**config.mk**
```make
export PLATFORM = sky130hd
export DESIGN_NAME = acc_core
export DESIGN_NICKNAME = d
export VERILOG_FILES = /design/src/inc/acc_pkg.sv /design/src/logic/acc_core.sv
export SDC_FILE = /design/constraint.sdc
export NUM_CORES = 2
export LEC_CHECK = 0
export ABC_CLOCK_PERIOD_IN_PS = 19200
export BUFFER_PORTS_ARGS = -buffer_cell sky130_fd_sc_hd__buf_2
export CAP_MARGIN = 0
export CORE_ASPECT_RATIO = 1.1
export CORE_MARGIN = 4
export CORE_UTILIZATION = 40
export DETAILED_ROUTE_END_ITERATION = 7
export PLACE_DENSITY = 0.56
export SYNTH_ARGS = -nofsm -noshare
export SYNTH_HDL_FRONTEND = slang
export SYNTH_SLANG_ARGS = --single-unit
export TNS_END_PERCENT = 1
```
**constraint.sdc**
```tcl
create_clock -name mclk_i -period 19.2 [get_ports mclk_i]
set_input_delay 0.96 -clock mclk_i [delete_from_list [all_inputs] [get_ports mclk_i]]
set_output_delay 0.96 -clock mclk_i [all_outputs]
set_load 0.03 [all_outputs]
```
**src/inc/acc_pkg.sv**
```systemverilog
// Purpose: Shared constants and types for the converter clocking block.
// Assumes: Register indices are word indices; byte address is four times the index.
// Notes: Fields left at zero after reset unless stated otherwise.
package acc_pkg;
	localparam logic [7:0] IDX_RATE_DIV = 8'h02;
	localparam logic [7:0] IDX_REF_PDIV = 8'h03;
	localparam logic [7:0] IDX_PLL_J = 8'h04;
	localparam logic [7:0] IDX_FRAC_HI = 8'h05;
	localparam logic [7:0] IDX_FRAC_LO = 8'h06;
	localparam logic [7:0] IDX_PLL_R = 8'h0B;
	localparam logic [7:0] IDX_HP_EN = 8'h0C;
	localparam logic [7:0] IDX_SRC_SEL = 8'h66;
	localparam logic [7:0] IDX_HP_SEL = 8'h6B;
	localparam logic [7:0] IDX_PGA_TGT = 8'h70;
	localparam logic [7:0] IDX_ADC_CTRL = 8'h71;
	localparam logic [7:0] IDX_STATUS = 8'h72;
	localparam logic [7:0] IDX_PGA_LVL = 8'h73;
	localparam logic [7:0] IDX_COEF0 = 8'hC1;
	localparam int NUM_COEF_REGS = 6;
	localparam logic [7:0] REG_RST = 8'h00;
	localparam int Q_LSB = 3;
	localparam int P_LSB = 0;
	localparam int J_LSB = 2;
	localparam int DLO_LSB = 2;
	localparam int SRC_DIV_LSB = 6;
	localparam int SRC_PLL_LSB = 4;
	localparam int PLL_EN_BIT = 7;
	localparam int HP_BIT = 7;
	localparam int MUTE_BIT = 7;
	localparam int CTL_PWR = 0;
	localparam int CTL_NOSOFT = 1;
	localparam int CTL_STEP2 = 2;
	localparam int CTL_DR = 3;
	localparam logic [1:0] SRC_BCLK = 2'h1;
	localparam logic [4:0] Q_WRAP = 5'h10;
	localparam logic [4:0] Q_MIN = 5'h02;
	localparam logic [3:0] NCODE_MAX = 4'hA;
	localparam logic [3:0] HALVES_BASE = 4'h2;
	localparam logic [7:0] OSR_SINGLE = 8'h80;
	localparam logic [7:0] OSR_DOUBLE = 8'h40;
	localparam logic [31:0] KFRAC_SCALE = 32'h0000_2710;
	localparam logic [31:0] PLL_DEN = 32'h0000_0008;
	localparam int HP_SHIFT = 15;
	localparam logic [6:0] GAIN_MAX = 7'h77;
	localparam logic [15:0] HP_N0_DEF = 16'h7EB8;
	localparam logic [15:0] HP_N1_DEF = 16'h8148;
	localparam logic [15:0] HP_D1_DEF = 16'h7D70;
	localparam logic [1:0] RESP_OKAY = 2'h0;
	localparam logic [1:0] RESP_SLVERR = 2'h2;
	typedef struct packed {
		logic pll_en;
		logic [4:0] q;
		logic [3:0] p;
		logic [4:0] r;
		logic [5:0] j;
		logic [13:0] d;
		logic div_bclk;
		logic pll_bclk;
		logic [3:0] halves;
		logic dr;
	} acc_clkcfg_t;
endpackage

```
**src/logic/acc_core.sv**
```systemverilog
// Purpose: Converter clock generation, record decimation, gain stepping and high-pass.
// Assumes: Source clock pins are sampled levels, synchronous to mclk_i.
// Notes: One internal master tick per mclk cycle at most; faster setups saturate.
// Behaviour
// - Sample rate is reference over divider, doubled optionally.
// - Master tick runs at 256 reference rate.
// - Master tick from master clock or bit clock.
// - Divider path gives source over 128 Q.
// - Divider source chosen by select bits 7-6.
// - PLL path gives source K R over 2048 P.
// - Multiplier is integer plus ten-thousandths fraction.
// - P, R, J fields at fixed register bits.
// - Fraction split over two registers, high first.
// - PLL source chosen by select bits 5-4.
// - Modulator oversamples 128, or 64 at double rate, decimated to sample rate.
// - Decimation is linear phase, 17 samples delay.
// - Gain 0 to 59.5 dB, stepped per samples.
// - Gain mutes at reset, steps down before off.
// - Matched flag and soft-step disable bit.
// - First order high-pass with three 16-bit coefficients.
// - Coefficient select and enable bits steer filter.
module acc_core
	import acc_pkg::*;
#(
	parameter int GROUP_DELAY = 17,
	parameter int ADDR_W = 12
)
(
	input wire logic mclk_i,
	input wire logic reset_i,
	input wire logic [ADDR_W-1:0] s_axi_awaddr_i,
	input wire logic s_axi_awvalid_i,
	output logic s_axi_awready_o,
	input wire logic [31:0] s_axi_wdata_i,
	input wire logic [3:0] s_axi_wstrb_i,
	input wire logic s_axi_wvalid_i,
	output logic s_axi_wready_o,
	output logic [1:0] s_axi_bresp_o,
	output logic s_axi_bvalid_o,
	input wire logic s_axi_bready_i,
	input wire logic [ADDR_W-1:0] s_axi_araddr_i,
	input wire logic s_axi_arvalid_i,
	output logic s_axi_arready_o,
	output logic [31:0] s_axi_rdata_o,
	output logic [1:0] s_axi_rresp_o,
	output logic s_axi_rvalid_o,
	input wire logic s_axi_rready_i,
	input wire logic mclk_src_i,
	input wire logic bclk_src_i,
	input wire logic adc_bit_i,
	output logic master_tick_o,
	output logic mod_tick_o,
	output logic sample_tick_o,
	output logic [15:0] adc_data_o,
	output logic adc_valid_o,
	output logic [7:0] pga_level_o,
	output logic pga_on_o
);
	if (GROUP_DELAY < 1 || ADDR_W < 10)
	begin : g_chk
		$error("acc_core: GROUP_DELAY must be >= 1 and ADDR_W >= 10");
	end

	logic [7:0] rate_div_r, ref_pdiv_r, pll_j_r, frac_hi_r, frac_lo_r;
	logic [7:0] pll_r_r, hp_en_r, src_sel_r, hp_sel_r, pga_tgt_r, adc_ctrl_r;
	logic [7:0] coef_r [NUM_COEF_REGS];
	logic [ADDR_W-1:0] awaddr_r;
	logic [7:0] wdata_r;
	logic wlane_r, aw_have_r, w_have_r;
	logic aw_have_nxt, w_have_nxt, bvalid_nxt, rvalid_nxt, do_write;
	logic [7:0] widx, ridx, rd_val;
	logic rd_hit, wr_hit;

	// A write is committed only when both halves are held, whatever their order.
	always_comb
	begin
		aw_have_nxt = aw_have_r | (s_axi_awvalid_i & s_axi_awready_o);
		w_have_nxt = w_have_r | (s_axi_wvalid_i & s_axi_wready_o);
		do_write = aw_have_nxt & w_have_nxt & ~s_axi_bvalid_o;
		if (do_write)
		begin
			aw_have_nxt = 1'b0;
			w_have_nxt = 1'b0;
		end
		bvalid_nxt = do_write | (s_axi_bvalid_o & ~s_axi_bready_i);
		rvalid_nxt = (s_axi_arvalid_i & s_axi_arready_o) | (s_axi_rvalid_o & ~s_axi_rready_i);
	end

	always_ff @(posedge mclk_i)
	begin
		if (reset_i)
		begin
			aw_have_r <= 1'b0;
			w_have_r <= 1'b0;
			s_axi_awready_o <= 1'b0;
			s_axi_wready_o <= 1'b0;
			s_axi_bvalid_o <= 1'b0;
			s_axi_arready_o <= 1'b0;
			s_axi_rvalid_o <= 1'b0;
		end
		else
		begin
			aw_have_r <= aw_have_nxt;
			w_have_r <= w_have_nxt;
			s_axi_awready_o <= ~aw_have_nxt & ~bvalid_nxt;
			s_axi_wready_o <= ~w_have_nxt & ~bvalid_nxt;
			s_axi_bvalid_o <= bvalid_nxt;
			s_axi_arready_o <= ~rvalid_nxt;
			s_axi_rvalid_o <= rvalid_nxt;
		end
	end

	always_ff @(posedge mclk_i)
	begin
		if (s_axi_awvalid_i & s_axi_awready_o)
		begin
			awaddr_r <= s_axi_awaddr_i;
		end
		if (s_axi_wvalid_i & s_axi_wready_o)
		begin
			wdata_r <= s_axi_wdata_i[7:0];
			wlane_r <= s_axi_wstrb_i[0];
		end
	end

	assign widx = (s_axi_awvalid_i & s_axi_awready_o) ? s_axi_awaddr_i[9:2] : awaddr_r[9:2];
	logic [7:0] wbyte;
	logic wlane;
	assign wbyte = (s_axi_wvalid_i & s_axi_wready_o) ? s_axi_wdata_i[7:0] : wdata_r;
	assign wlane = (s_axi_wvalid_i & s_axi_wready_o) ? s_axi_wstrb_i[0] : wlane_r;

	// Offsets beyond index space, or an unlisted index, answer with a slave error.
	function automatic logic mapped(input logic [ADDR_W-1:0] a);
		logic [7:0] i;
		i = a[9:2];
		mapped = (a[ADDR_W-1:10] == '0) && (i == IDX_RATE_DIV || i == IDX_REF_PDIV ||
			i == IDX_PLL_J || i == IDX_FRAC_HI || i == IDX_FRAC_LO || i == IDX_PLL_R ||
			i == IDX_HP_EN || i == IDX_SRC_SEL || i == IDX_HP_SEL || i == IDX_PGA_TGT ||
			i == IDX_ADC_CTRL || i == IDX_STATUS || i == IDX_PGA_LVL ||
			(i >= IDX_COEF0 && i < IDX_COEF0 + 8'(NUM_COEF_REGS)));
	endfunction

	assign wr_hit = mapped((s_axi_awvalid_i & s_axi_awready_o) ? s_axi_awaddr_i : awaddr_r);

	always_ff @(posedge mclk_i)
	begin
		if (reset_i)
		begin
			s_axi_bresp_o <= RESP_OKAY;
		end
		else if (do_write)
		begin
			s_axi_bresp_o <= wr_hit ? RESP_OKAY : RESP_SLVERR;
		end
	end

	always_ff @(posedge mclk_i)
	begin
		if (reset_i)
		begin
			rate_div_r <= REG_RST;
			ref_pdiv_r <= REG_RST;
			pll_j_r <= REG_RST;
			frac_hi_r <= REG_RST;
			frac_lo_r <= REG_RST;
			pll_r_r <= REG_RST;
			hp_en_r <= REG_RST;
			src_sel_r <= REG_RST;
			hp_sel_r <= REG_RST;
			pga_tgt_r <= REG_RST;
			adc_ctrl_r <= REG_RST;
		end
		else if (do_write & wlane)
		begin
			unique case (widx)
				IDX_RATE_DIV: rate_div_r <= wbyte;
				IDX_REF_PDIV: ref_pdiv_r <= wbyte;
				IDX_PLL_J: pll_j_r <= wbyte;
				IDX_FRAC_HI: frac_hi_r <= wbyte;
				IDX_FRAC_LO: frac_lo_r <= wbyte;
				IDX_PLL_R: pll_r_r <= wbyte;
				IDX_HP_EN: hp_en_r <= wbyte;
				IDX_SRC_SEL: src_sel_r <= wbyte;
				IDX_HP_SEL: hp_sel_r <= wbyte;
				IDX_PGA_TGT: pga_tgt_r <= wbyte;
				IDX_ADC_CTRL: adc_ctrl_r <= wbyte;
				default: ;
			endcase
		end
	end

	for (genvar c = 0; c < NUM_COEF_REGS; c++)
	begin : g_coef
		always_ff @(posedge mclk_i)
		begin
			if (reset_i)
			begin
				coef_r[c] <= REG_RST;
			end
			else if (do_write & wlane & (widx == IDX_COEF0 + 8'(c)))
			begin
				coef_r[c] <= wbyte;
			end
		end
	end

	logic [7:0] level_r, target;
	logic matched, pd_busy;

	assign ridx = s_axi_araddr_i[9:2];
	assign rd_hit = mapped(s_axi_araddr_i);

	always_comb
	begin
		rd_val = REG_RST;
		if (ridx >= IDX_COEF0 && ridx < IDX_COEF0 + 8'(NUM_COEF_REGS))
		begin
			rd_val = coef_r[3'(ridx - IDX_COEF0)];
		end
		else
		begin
			unique case (ridx)
				IDX_RATE_DIV: rd_val = rate_div_r;
				IDX_REF_PDIV: rd_val = ref_pdiv_r;
				IDX_PLL_J: rd_val = pll_j_r;
				IDX_FRAC_HI: rd_val = frac_hi_r;
				IDX_FRAC_LO: rd_val = frac_lo_r;
				IDX_PLL_R: rd_val = pll_r_r;
				IDX_HP_EN: rd_val = hp_en_r;
				IDX_SRC_SEL: rd_val = src_sel_r;
				IDX_HP_SEL: rd_val = hp_sel_r;
				IDX_PGA_TGT: rd_val = pga_tgt_r;
				IDX_ADC_CTRL: rd_val = adc_ctrl_r;
				IDX_STATUS: rd_val = {5'h00, pga_on_o, pd_busy, matched};
				IDX_PGA_LVL: rd_val = level_r;
				default: rd_val = REG_RST;
			endcase
		end
	end

	always_ff @(posedge mclk_i)
	begin
		if (reset_i)
		begin
			s_axi_rdata_o <= 32'h0000_0000;
			s_axi_rresp_o <= RESP_OKAY;
		end
		else if (s_axi_arvalid_i & s_axi_arready_o)
		begin
			s_axi_rdata_o <= {24'h00_0000, rd_hit ? rd_val : REG_RST};
			s_axi_rresp_o <= rd_hit ? RESP_OKAY : RESP_SLVERR;
		end
	end

	// Decoded clock setup; zero P and R codes wrap to the top of their ranges, Q codes 0 and 1 wrap to 16 and 17, J does not wrap.
	acc_clkcfg_t cfg;
	logic [3:0] ncode;
	always_comb
	begin
		cfg.pll_en = ref_pdiv_r[PLL_EN_BIT];
		cfg.q = {1'b0, ref_pdiv_r[Q_LSB +: 4]};
		if (cfg.q < Q_MIN)
		begin
			cfg.q = cfg.q + Q_WRAP;
		end
		cfg.p = (ref_pdiv_r[P_LSB +: 3] == 3'h0) ? 4'h8 : {1'b0, ref_pdiv_r[P_LSB +: 3]};
		cfg.r = (pll_r_r[3:0] == 4'h0) ? 5'h10 : {1'b0, pll_r_r[3:0]};
		cfg.j = pll_j_r[J_LSB +: 6];
		cfg.d = {frac_hi_r, frac_lo_r[DLO_LSB +: 6]};
		cfg.div_bclk = src_sel_r[SRC_DIV_LSB +: 2] == SRC_BCLK;
		cfg.pll_bclk = src_sel_r[SRC_PLL_LSB +: 2] == SRC_BCLK;
		// The record nibble drives the common rate; the playback nibble must match it.
		ncode = (rate_div_r[3:0] > NCODE_MAX) ? NCODE_MAX : rate_div_r[3:0];
		cfg.halves = ncode + HALVES_BASE;
		cfg.dr = adc_ctrl_r[CTL_DR];
	end

	logic mclk_prev_r, bclk_prev_r;
	logic [4:0] qcnt_r;
	logic [31:0] acc_r, pll_inc, pll_mod, kval;
	logic div_src, div_prev, pll_src, pll_prev, tick;

	always_ff @(posedge mclk_i)
	begin
		mclk_prev_r <= mclk_src_i;
		bclk_prev_r <= bclk_src_i;
	end

	assign div_src = cfg.div_bclk ? bclk_src_i : mclk_src_i;
	assign div_prev = cfg.div_bclk ? bclk_prev_r : mclk_prev_r;
	assign pll_src = cfg.pll_bclk ? bclk_src_i : mclk_src_i;
	assign pll_prev = cfg.pll_bclk ? bclk_prev_r : mclk_prev_r;
	// Master rate is source times K R over 8 P, i.e. 256 times the reference rate.
	assign kval = 32'(cfg.j) * KFRAC_SCALE + 32'(cfg.d);
	assign pll_inc = 32'(kval * 32'(cfg.r));
	assign pll_mod = 32'(PLL_DEN * 32'(cfg.p) * KFRAC_SCALE);

	// Both edges are counted so that Q source edges give 256 ticks per 128 Q periods.
	always_ff @(posedge mclk_i)
	begin
		if (reset_i | cfg.pll_en)
		begin
			qcnt_r <= 5'h00;
		end
		else if (div_src != div_prev)
		begin
			qcnt_r <= (qcnt_r + 5'h01 >= cfg.q) ? 5'h00 : qcnt_r + 5'h01;
		end
	end

	// Fractional synthesis as a phase accumulator; adds pause while a tick is pending.
	always_ff @(posedge mclk_i)
	begin
		if (reset_i | ~cfg.pll_en)
		begin
			acc_r <= 32'h0000_0000;
		end
		else
		begin
			acc_r <= acc_r + ((pll_src & ~pll_prev & acc_r < pll_mod) ? pll_inc : 32'h0000_0000)
				- ((acc_r >= pll_mod) ? pll_mod : 32'h0000_0000);
		end
	end

	always_comb
	begin
		if (cfg.pll_en)
		begin
			tick = acc_r >= pll_mod;
		end
		else
		begin
			tick = (div_src != div_prev) && (qcnt_r + 5'h01 >= cfg.q);
		end
	end

	logic [3:0] hcnt_r;
	logic [7:0] ocnt_r, osr, ones_r, ones_nxt;
	logic mtick, stick;

	assign osr = cfg.dr ? OSR_DOUBLE : OSR_SINGLE;
	assign mtick = tick && (hcnt_r + 4'h1 >= cfg.halves);
	assign stick = mtick && (ocnt_r + 8'h01 >= osr);
	assign ones_nxt = ones_r + {7'h00, adc_bit_i};

	always_ff @(posedge mclk_i)
	begin
		if (reset_i)
		begin
			hcnt_r <= 4'h0;
			ocnt_r <= 8'h00;
			ones_r <= 8'h00;
			master_tick_o <= 1'b0;
			mod_tick_o <= 1'b0;
			sample_tick_o <= 1'b0;
		end
		else
		begin
			master_tick_o <= tick;
			mod_tick_o <= mtick;
			sample_tick_o <= stick;
			if (tick)
			begin
				hcnt_r <= mtick ? 4'h0 : hcnt_r + 4'h1;
			end
			if (mtick)
			begin
				ocnt_r <= stick ? 8'h00 : ocnt_r + 8'h01;
				ones_r <= stick ? 8'h00 : ones_nxt;
			end
		end
	end

	// Boxcar over one output period, then a pure delay: linear phase by construction.
	logic [16:0] scaled;
	logic [15:0] box;
	logic [15:0] dline_r [GROUP_DELAY];
	assign scaled = (17'(ones_nxt) << (cfg.dr ? 10 : 9)) - 17'h0_8000;
	assign box = (scaled[16] == 1'b0 && scaled[15]) ? 16'h7FFF : scaled[15:0];

	for (genvar k = 0; k < GROUP_DELAY; k++)
	begin : g_dly
		always_ff @(posedge mclk_i)
		begin
			if (reset_i)
			begin
				dline_r[k] <= 16'h0000;
			end
			else if (stick)
			begin
				dline_r[k] <= (k == 0) ? box : dline_r[(k == 0) ? 0 : k - 1];
			end
		end
	end

	logic signed [15:0] hx, hx_prev_r, hy_prev_r, hn0, hn1, hd1, hy;
	logic signed [33:0] hsum, hq;
	assign hx = dline_r[GROUP_DELAY-1];
	assign hn0 = hp_sel_r[HP_BIT] ? {coef_r[0], coef_r[1]} : HP_N0_DEF;
	assign hn1 = hp_sel_r[HP_BIT] ? {coef_r[2], coef_r[3]} : HP_N1_DEF;
	assign hd1 = hp_sel_r[HP_BIT] ? {coef_r[4], coef_r[5]} : HP_D1_DEF;
	assign hsum = 34'(hn0 * hx) + 34'(hn1 * hx_prev_r) + 34'(hd1 * hy_prev_r);
	assign hq = hsum >>> HP_SHIFT;

	always_comb
	begin
		if (!hp_en_r[HP_BIT])
		begin
			hy = hx;
		end
		else if (hq > 34'sh0_7FFF)
		begin
			hy = 16'sh7FFF;
		end
		else if (hq < -34'sh0_8000)
		begin
			hy = -16'sh8000;
		end
		else
		begin
			hy = hq[15:0];
		end
	end

	always_ff @(posedge mclk_i)
	begin
		if (reset_i)
		begin
			hx_prev_r <= 16'sh0000;
			hy_prev_r <= 16'sh0000;
			adc_data_o <= 16'h0000;
			adc_valid_o <= 1'b0;
		end
		else
		begin
			adc_valid_o <= stick;
			if (stick)
			begin
				hx_prev_r <= hx;
				hy_prev_r <= hy;
				adc_data_o <= hy;
			end
		end
	end

	// Level 0 is mute; level n is (n-1) half-dB steps of gain.
	logic phase_r;
	logic [6:0] tgain;
	assign tgain = (pga_tgt_r[6:0] > GAIN_MAX) ? GAIN_MAX : pga_tgt_r[6:0];
	assign target = (adc_ctrl_r[CTL_PWR] & ~pga_tgt_r[MUTE_BIT]) ? {1'b0, tgain} + 8'h01 : 8'h00;
	assign matched = level_r == target;
	// Busy while power is off but the gain has not yet reached mute.
	assign pd_busy = ~adc_ctrl_r[CTL_PWR] & (level_r != 8'h00);

	always_ff @(posedge mclk_i)
	begin
		if (reset_i)
		begin
			level_r <= 8'h00;
			phase_r <= 1'b0;
		end
		else if (adc_ctrl_r[CTL_NOSOFT])
		begin
			level_r <= target;
			phase_r <= 1'b0;
		end
		else if (stick && !matched)
		begin
			phase_r <= adc_ctrl_r[CTL_STEP2] & ~phase_r;
			if (!adc_ctrl_r[CTL_STEP2] || phase_r)
			begin
				level_r <= (level_r < target) ? level_r + 8'h01 : level_r - 8'h01;
			end
		end
	end

	always_ff @(posedge mclk_i)
	begin
		if (reset_i)
		begin
			pga_level_o <= 8'h00;
			pga_on_o <= 1'b0;
		end
		else
		begin
			pga_level_o <= level_r;
			// The amplifier stays on until the down-step reaches mute.
			pga_on_o <= adc_ctrl_r[CTL_PWR] | (level_r != 8'h00);
		end
	end
endmodule

```
== Word-level counts from Yosys, hierarchy flattened ==
Memories as Yosys holds them, arrays and structs flattened.
Cells that the tools add are included.

* Memory bits (writable): 320
* Bits of input ports: 70
* Register bits after elaboration: 240
* Output and inout port bits: 70
* Logic and storage cells: 337
* Memories: 2

* Shift operators: 1
* $mul: 6
* Equality and inequality tests: 47
* Mux-type cells: 87
* Bitwise gates (word level): 64
* Order comparisons: 15
* $add $sub $neg: 16
* Reductions and logical operators: 58

{| class="wikitable"
|+ Memories
! memory !! depth !! width !! read ports !! clocked after Yosys merged registers in !! wr ports !! line !! text
|-
| dline_r || 17 || 16 || 17 || 0 || 17 || acc_core.sv:377 || <nowiki>logic [15:0] dline_r [GROUP_DELAY];</nowiki>
|-
| coef_r || 6 || 8 || 7 || 0 || 6 || acc_core.sv:66 || <nowiki>logic [7:0] coef_r [NUM_COEF_REGS];</nowiki>
|}

{| class="wikitable"
|+ Operators with widths
! cell !! number
|-
| two-way mux 16 bit || 24
|-
| two-way mux 8 bit || 18
|-
| equality test 8 x 7 -> 1 bit (second input constant) || 16
|-
| case mux 8 bit (13 select lines) || 1
|-
| multiplier 16 x 16 -> 32 bit || 3
|-
| equality test 8 x 3 -> 1 bit (second input constant) || 9
|-
| equality test 8 x 2 -> 1 bit (second input constant) || 6
|-
| equality test 8 x 4 -> 1 bit (second input constant) || 6
|-
| equality test 8 bit (second input constant) || 6
|-
| adder 33 x 32 -> 34 bit || 1
|-
| adder 32 x 32 -> 33 bit || 1
|-
| adder 32 x 26 -> 32 bit || 1
|-
| greater-or-equal comparator 32 x 21 -> 1 bit || 1
|-
| less-than comparator 32 x 21 -> 1 bit || 1
|-
| subtractor 32 x 21 -> 32 bit || 1
|-
| two-way mux 1 bit || 31
|-
| OR 1 bit || 30
|-
| logical OR 1 bit || 27
|-
| multiplier 21 x 5 -> 26 bit || 1
|-
| two-way mux 26 bit || 1
|-
| AND reduction 2 bit || 12
|-
| adder 20 x 14 -> 21 bit || 1
|-
| bitwise AND 1 bit || 21
|-
| two-way mux 21 bit || 1
|-
| other kinds (41) || 74
|}

== Depth between registers and ports, before layout ==
* Word-level depth: 18
* Gate-level depth with buffers: 41
* Depth with buffers taken out: 41

== Worst setup path after synthesis ==
Ideal clock, no wire load.

* Path type: register to register
* Start: register hp_sel_r[7]
* End: register hy_prev_r[0]
* Clock period less this slack: 9.421 ns
* Cell stages (with the launch flop): 31
* Setup time: 0.122 ns
* Required time: 19.078 ns
* Arrival time: 9.299 ns
* Path slack: 9.779 ns
* Buffers on the path: 4
* Cell sequence: dfxtp_1 -> clkbuf_1 -> clkbuf_1 -> clkbuf_1 -> and2_1 -> clkbuf_1 -> nand2_1 -> fa_1 -> fa_1 -> inv_1 -> fa_1 -> inv_1 -> fa_1 -> inv_1 -> fa_1 -> fa_1 -> fa_1 -> fa_1 -> inv_1 -> fa_1 -> inv_1 -> ha_1 -> a21oi_2 -> o21ai_0 -> a21o_1 -> a2111o_1 -> and2_4 -> a211o_1 -> o31ai_4 -> a21oi_2 -> a221o_1

* Word-level cells in the longest chain between the ends: 8
* Elaborated cells between the ends (all ways): 13
* Those cells by class: 2 x add/sub; 3 x mul; 2 x order compare; 6 x mux

{| class="wikitable"
|+ RTL lines
! element !! line !! text
|-
| start: declaration || acc_core.sv:65 || <nowiki>logic [7:0] pll_r_r, hp_en_r, src_sel_r, hp_sel_r, pga_tgt_r, adc_ctrl_r;</nowiki>
|-
| start signal: assignment || acc_core.sv:184 || <nowiki>IDX_HP_SEL: hp_sel_r <= wbyte;</nowiki>
|-
| two-way mux 16 bit, on equally long branches || acc_core.sv:399, acc_core.sv:400 ||
|-
| multiplier 16 x 16 -> 32 bit || acc_core.sv:402 || <nowiki>assign hsum = 34'(hn0 * hx) + 34'(hn1 * hx_prev_r) + 34'(hd1 * hy_prev_r);</nowiki>
|-
| adder 32 x 32 -> 33 bit || acc_core.sv:402 ||
|-
| adder 33 x 32 -> 34 bit (*) || acc_core.sv:402 ||
|-
| less-than comparator 19 x 16 -> 1 bit || acc_core.sv:415 || <nowiki>else if (hq < -34'sh0_8000)</nowiki>
|-
| two-way mux 16 bit || acc_core.sv:415 ||
|-
| two-way mux 16 bit (*) || acc_core.sv:411 || <nowiki>else if (hq > 34'sh0_7FFF)</nowiki>
|-
| two-way mux 16 bit (*) || acc_core.sv:407 || <nowiki>if (!hp_en_r[HP_BIT])</nowiki>
|-
| end signal: assignment || acc_core.sv:440 || <nowiki>hy_prev_r <= hy;</nowiki>
|-
| end: declaration || acc_core.sv:396 || <nowiki>logic signed [15:0] hx, hx_prev_r, hy_prev_r, hn0, hn1, hd1, hy;</nowiki>
|}

Every way passes the cells marked *; elsewhere a longest branch is shown, timed or not.
A chain may end at the register's enable or synchronous reset.

== Final worst setup path ==
* Start: register hp_sel_r[7]
* End: register hy_prev_r[5]

Same word-level chain as after synthesis.

==> impl_metrics.yaml <==
critical_path:
  crit_top_cell: "fa_1"
  worstPathArrival_ps: 11710
  crit_fanout: 79
  end_kind: "flop"
  crit_required_ps: 19730
  worstSetupPathType: "flop to flop"
  slowest_stage: "o21ai_0"
  crit_path_start_kind: "flop"
  max_stage_delay_ps: 800
placed_design:
  dp.final_hpwl_um: 111600
  place_area_sq_um: 55370
  preCtsSetupSlack_ps: 8068
  place_congestion: 0.8737
  placedCellCount: 7166
  portBuffers: 82
logic_synthesis:
  yosys-top-cells-area: "fa_1 36%, edfxtp_1 11%, ha_1 8.7%, dfxtp_1 8.6%, inv_1 8.5%"
  ys_seq_area_share_pct: 19.97
  synth_area_sq_um: 53190
  syn_area_per_cell_sq_um: 9.730
  synth_edf_count: 201
  yosysMostFrequentCell: "inv_1"
  ys_types: 98
  synth_top_area_share_pct: 35.68
  ys_ff_latch: 430
  synthCells: 5467
  synthTopCellsByCount: "1,208 x inv_1, 948 x fa_1, 413 x nand2_1"
  ys.flop_type: "dfxtp_1"
  synth-async-reset-ratio_pct: 0
  synth_area_leader_cell: "fa_1"
  yosysWarnings: 0
timing:
  setup_slack_ps: 8023
  fin_crit_ps: 11180
  timing.hold.ws_ps: 476.1
  rsz0062_at_grt: "false"
  fin_setup_tns_ps: 0
  fin_crit_sh_pct: 58.21
  hold_viol_final: 0
  worst_pin_slew_ps: 1268
  setup_viol: 0
  fmax_ghz: 0.08947
  slew_violations: 0
  clock_skew_ps: 60.52
  relSlewSlack_pct: 15.48
drt:
  num_vias: 36470
  drc: 0
  via_per_inst: 5.026
  wl_per_cell_um: 18.81
  ant_nets: 0
  drtPass1Iterations: 5
  totalWireLength_um: 136500
  drt_iter0_drc: 2362
pwr:
  p_leak_nw: 28.10
  irDropWorstVdd_mv: 0.1103
  power.density_nw_per_um2: 57.47
worst_hold_path:
  hold_path_class: "flop to flop"
global_route:
  grt_pass1_wl_um: 217500
  grt_pass1_vias: 38060
  grt_max_degree: 110
  antenna_found_initial: 0
  grt_overflow: 0
  grt_util_all_layers_pct: 20.04
cts:
  worstSkewPairLatency_ps: 640
  cts_max_level: 2
  postCtsHoldBufs: 0
  clk_pin_slew_ps: 60
  cts_tree: "built"
  post_cts_buffers: 0
  cts_buffers: 48
  cts.sinks: 430
  cts_resized: 0
  ctsLongestPathBuffers: 3
  root_buffer: "clkbuf_16"
finish:
  finalInstanceArea_sq_um: 56960
  drive_gt1_share_pct: 5.201
  fin_nets: 6829
  synthToLayoutAreaGrowth_pct: 7.085
  final_cells: 7256
status:
  outcome: "complete, no violations"
die:
  pin_count: 140
  initial_utilization_pct: 40.22
  design.core.area_sq_um: 132300
  die_h_um: 390.5
  rows: 140
  fp.dieArea_sq_um: 138900
  die_x_um: 355.7
job:
  drv_cap: 0
[placed cells by master, fill, tap and decap left out, drive strengths merged, types with 15 or more instances in the layout]
| cell | n |
|---|---|
| fa | 948 |
| o21bai | 21 |
| nor2b | 43 |
| xor2 | 52 |
| dfxtp | 229 |
| edfxtp | 201 |
| clkinv | 28 |
| o21ai | 78 |
| and3 | 135 |
| nor3 | 34 |
| nand4 | 22 |
| conb | 33 |
| a22oi | 20 |
| buf | 138 |
| clkbuf | 57 |
| or2 | 17 |
| a211oi | 89 |
| and2 | 347 |
| inv | 1208 |
| nand2 | 413 |
| xnor2 | 89 |
| nand3 | 51 |
| nor4 | 15 |
| a21o | 56 |
| ha | 370 |
| nor2 | 349 |
| a21oi | 124 |
| mux2i | 46 |
| nand2b | 55 |
| a31oi | 15 |
[sequential cells by signal, summed over array words and instances, names as in the netlist, 9 cells and up]
name       cells
acc_r         32
dline_r      153
awaddr_r      10
hy_prev_r     16
coef_r        48
hx_prev_r      9
[worst max-delay path, delay by kind of cell, from the launching register on]
kind / cells / cell delay [ps]
buffers and inverters: 7 / 1650
AND/OR/NAND/NOR: 3 / 790
AO/OA/AOI/OAI: 9 / 2950
adder cells (fa/ha/maj): 10 / 4970
flip-flops: 1 / 560
[final timing paths]
check	slack, ps	end	depth (start not counted)	from
hold / removal	480	awaddr_r[11]$_DFF_P_	1	awaddr_r[11]$_DFF_P_
setup / recovery	8020	hy_prev_r[5]$_SDFFE_PP0P_	29	hp_sel_r[7]$_SDFFE_PP0P_
setup reg to reg	8020	hy_prev_r[5]$_SDFFE_PP0P_	29	hp_sel_r[7]$_SDFFE_PP0P_
hold reg to reg	480	awaddr_r[11]$_DFF_P_	1	awaddr_r[11]$_DFF_P_
[logic make-up (layout without fill, tap and decap cells)]
logic type | Yosys count | count (layout) | share of synthesized area [%]
DFF | 430 | 430 | 19.97
AOI/OAI and AO/OA | 526 | 526 | 6.946
adders and majority gates | 1318 | 1318 | 44.38
muxes | 56 | 56 | 1.254
buffers and inverters | 1458 | 1440 | 10.54
xor gates and xnor gates | 141 | 141 | 2.336
other | 2 | 34 | 0.01412
and+or+nand+nor | 1536 | 1536 | 14.56
[power by group]
| part | switching (W) | internal [W] |
|---|---|---|
| Clock | 0.000409 | 0.000526 |
| Combinational | 0.000831 | 0.000510 |
| Sequential | 0.0000146 | 0.000984 |
| Total | 0.00125 | 0.00202 |
[layout make-up]
class                           instances  area [sq um]
Fill cell                           12920         75290
Multi-Input combinational cell       3610         37130
Sequential cell                       430         10620
Inverter                             1213          4559
Tap cell                             1775          2221
Clock buffer                           57          1255
Timing Repair Buffer                  138         837.1
Clock inverter                         32         335.3
Antenna cell                            1         2.502
[through the flow]
stage | power, W | util, %
floorplan | 0.002000 | -
global placement | 0.002344 | 41.87
detailed placement | 0.002360 | 41.87
CTS | 0.003309 | 43.07
global route | 0.003506 | 43.07
finish | 0.003274 | 43.07
[routing by layer]
metal  up-vias  wire, um  GRT usage, %
met2       780     66450         33.90
met4         0      3463         4.859
met5         -         0             0
met3       177      6005         2.039
li1      16810         -             -
met1     18700     60560         27.76
(Power assumes the default switching activity.)
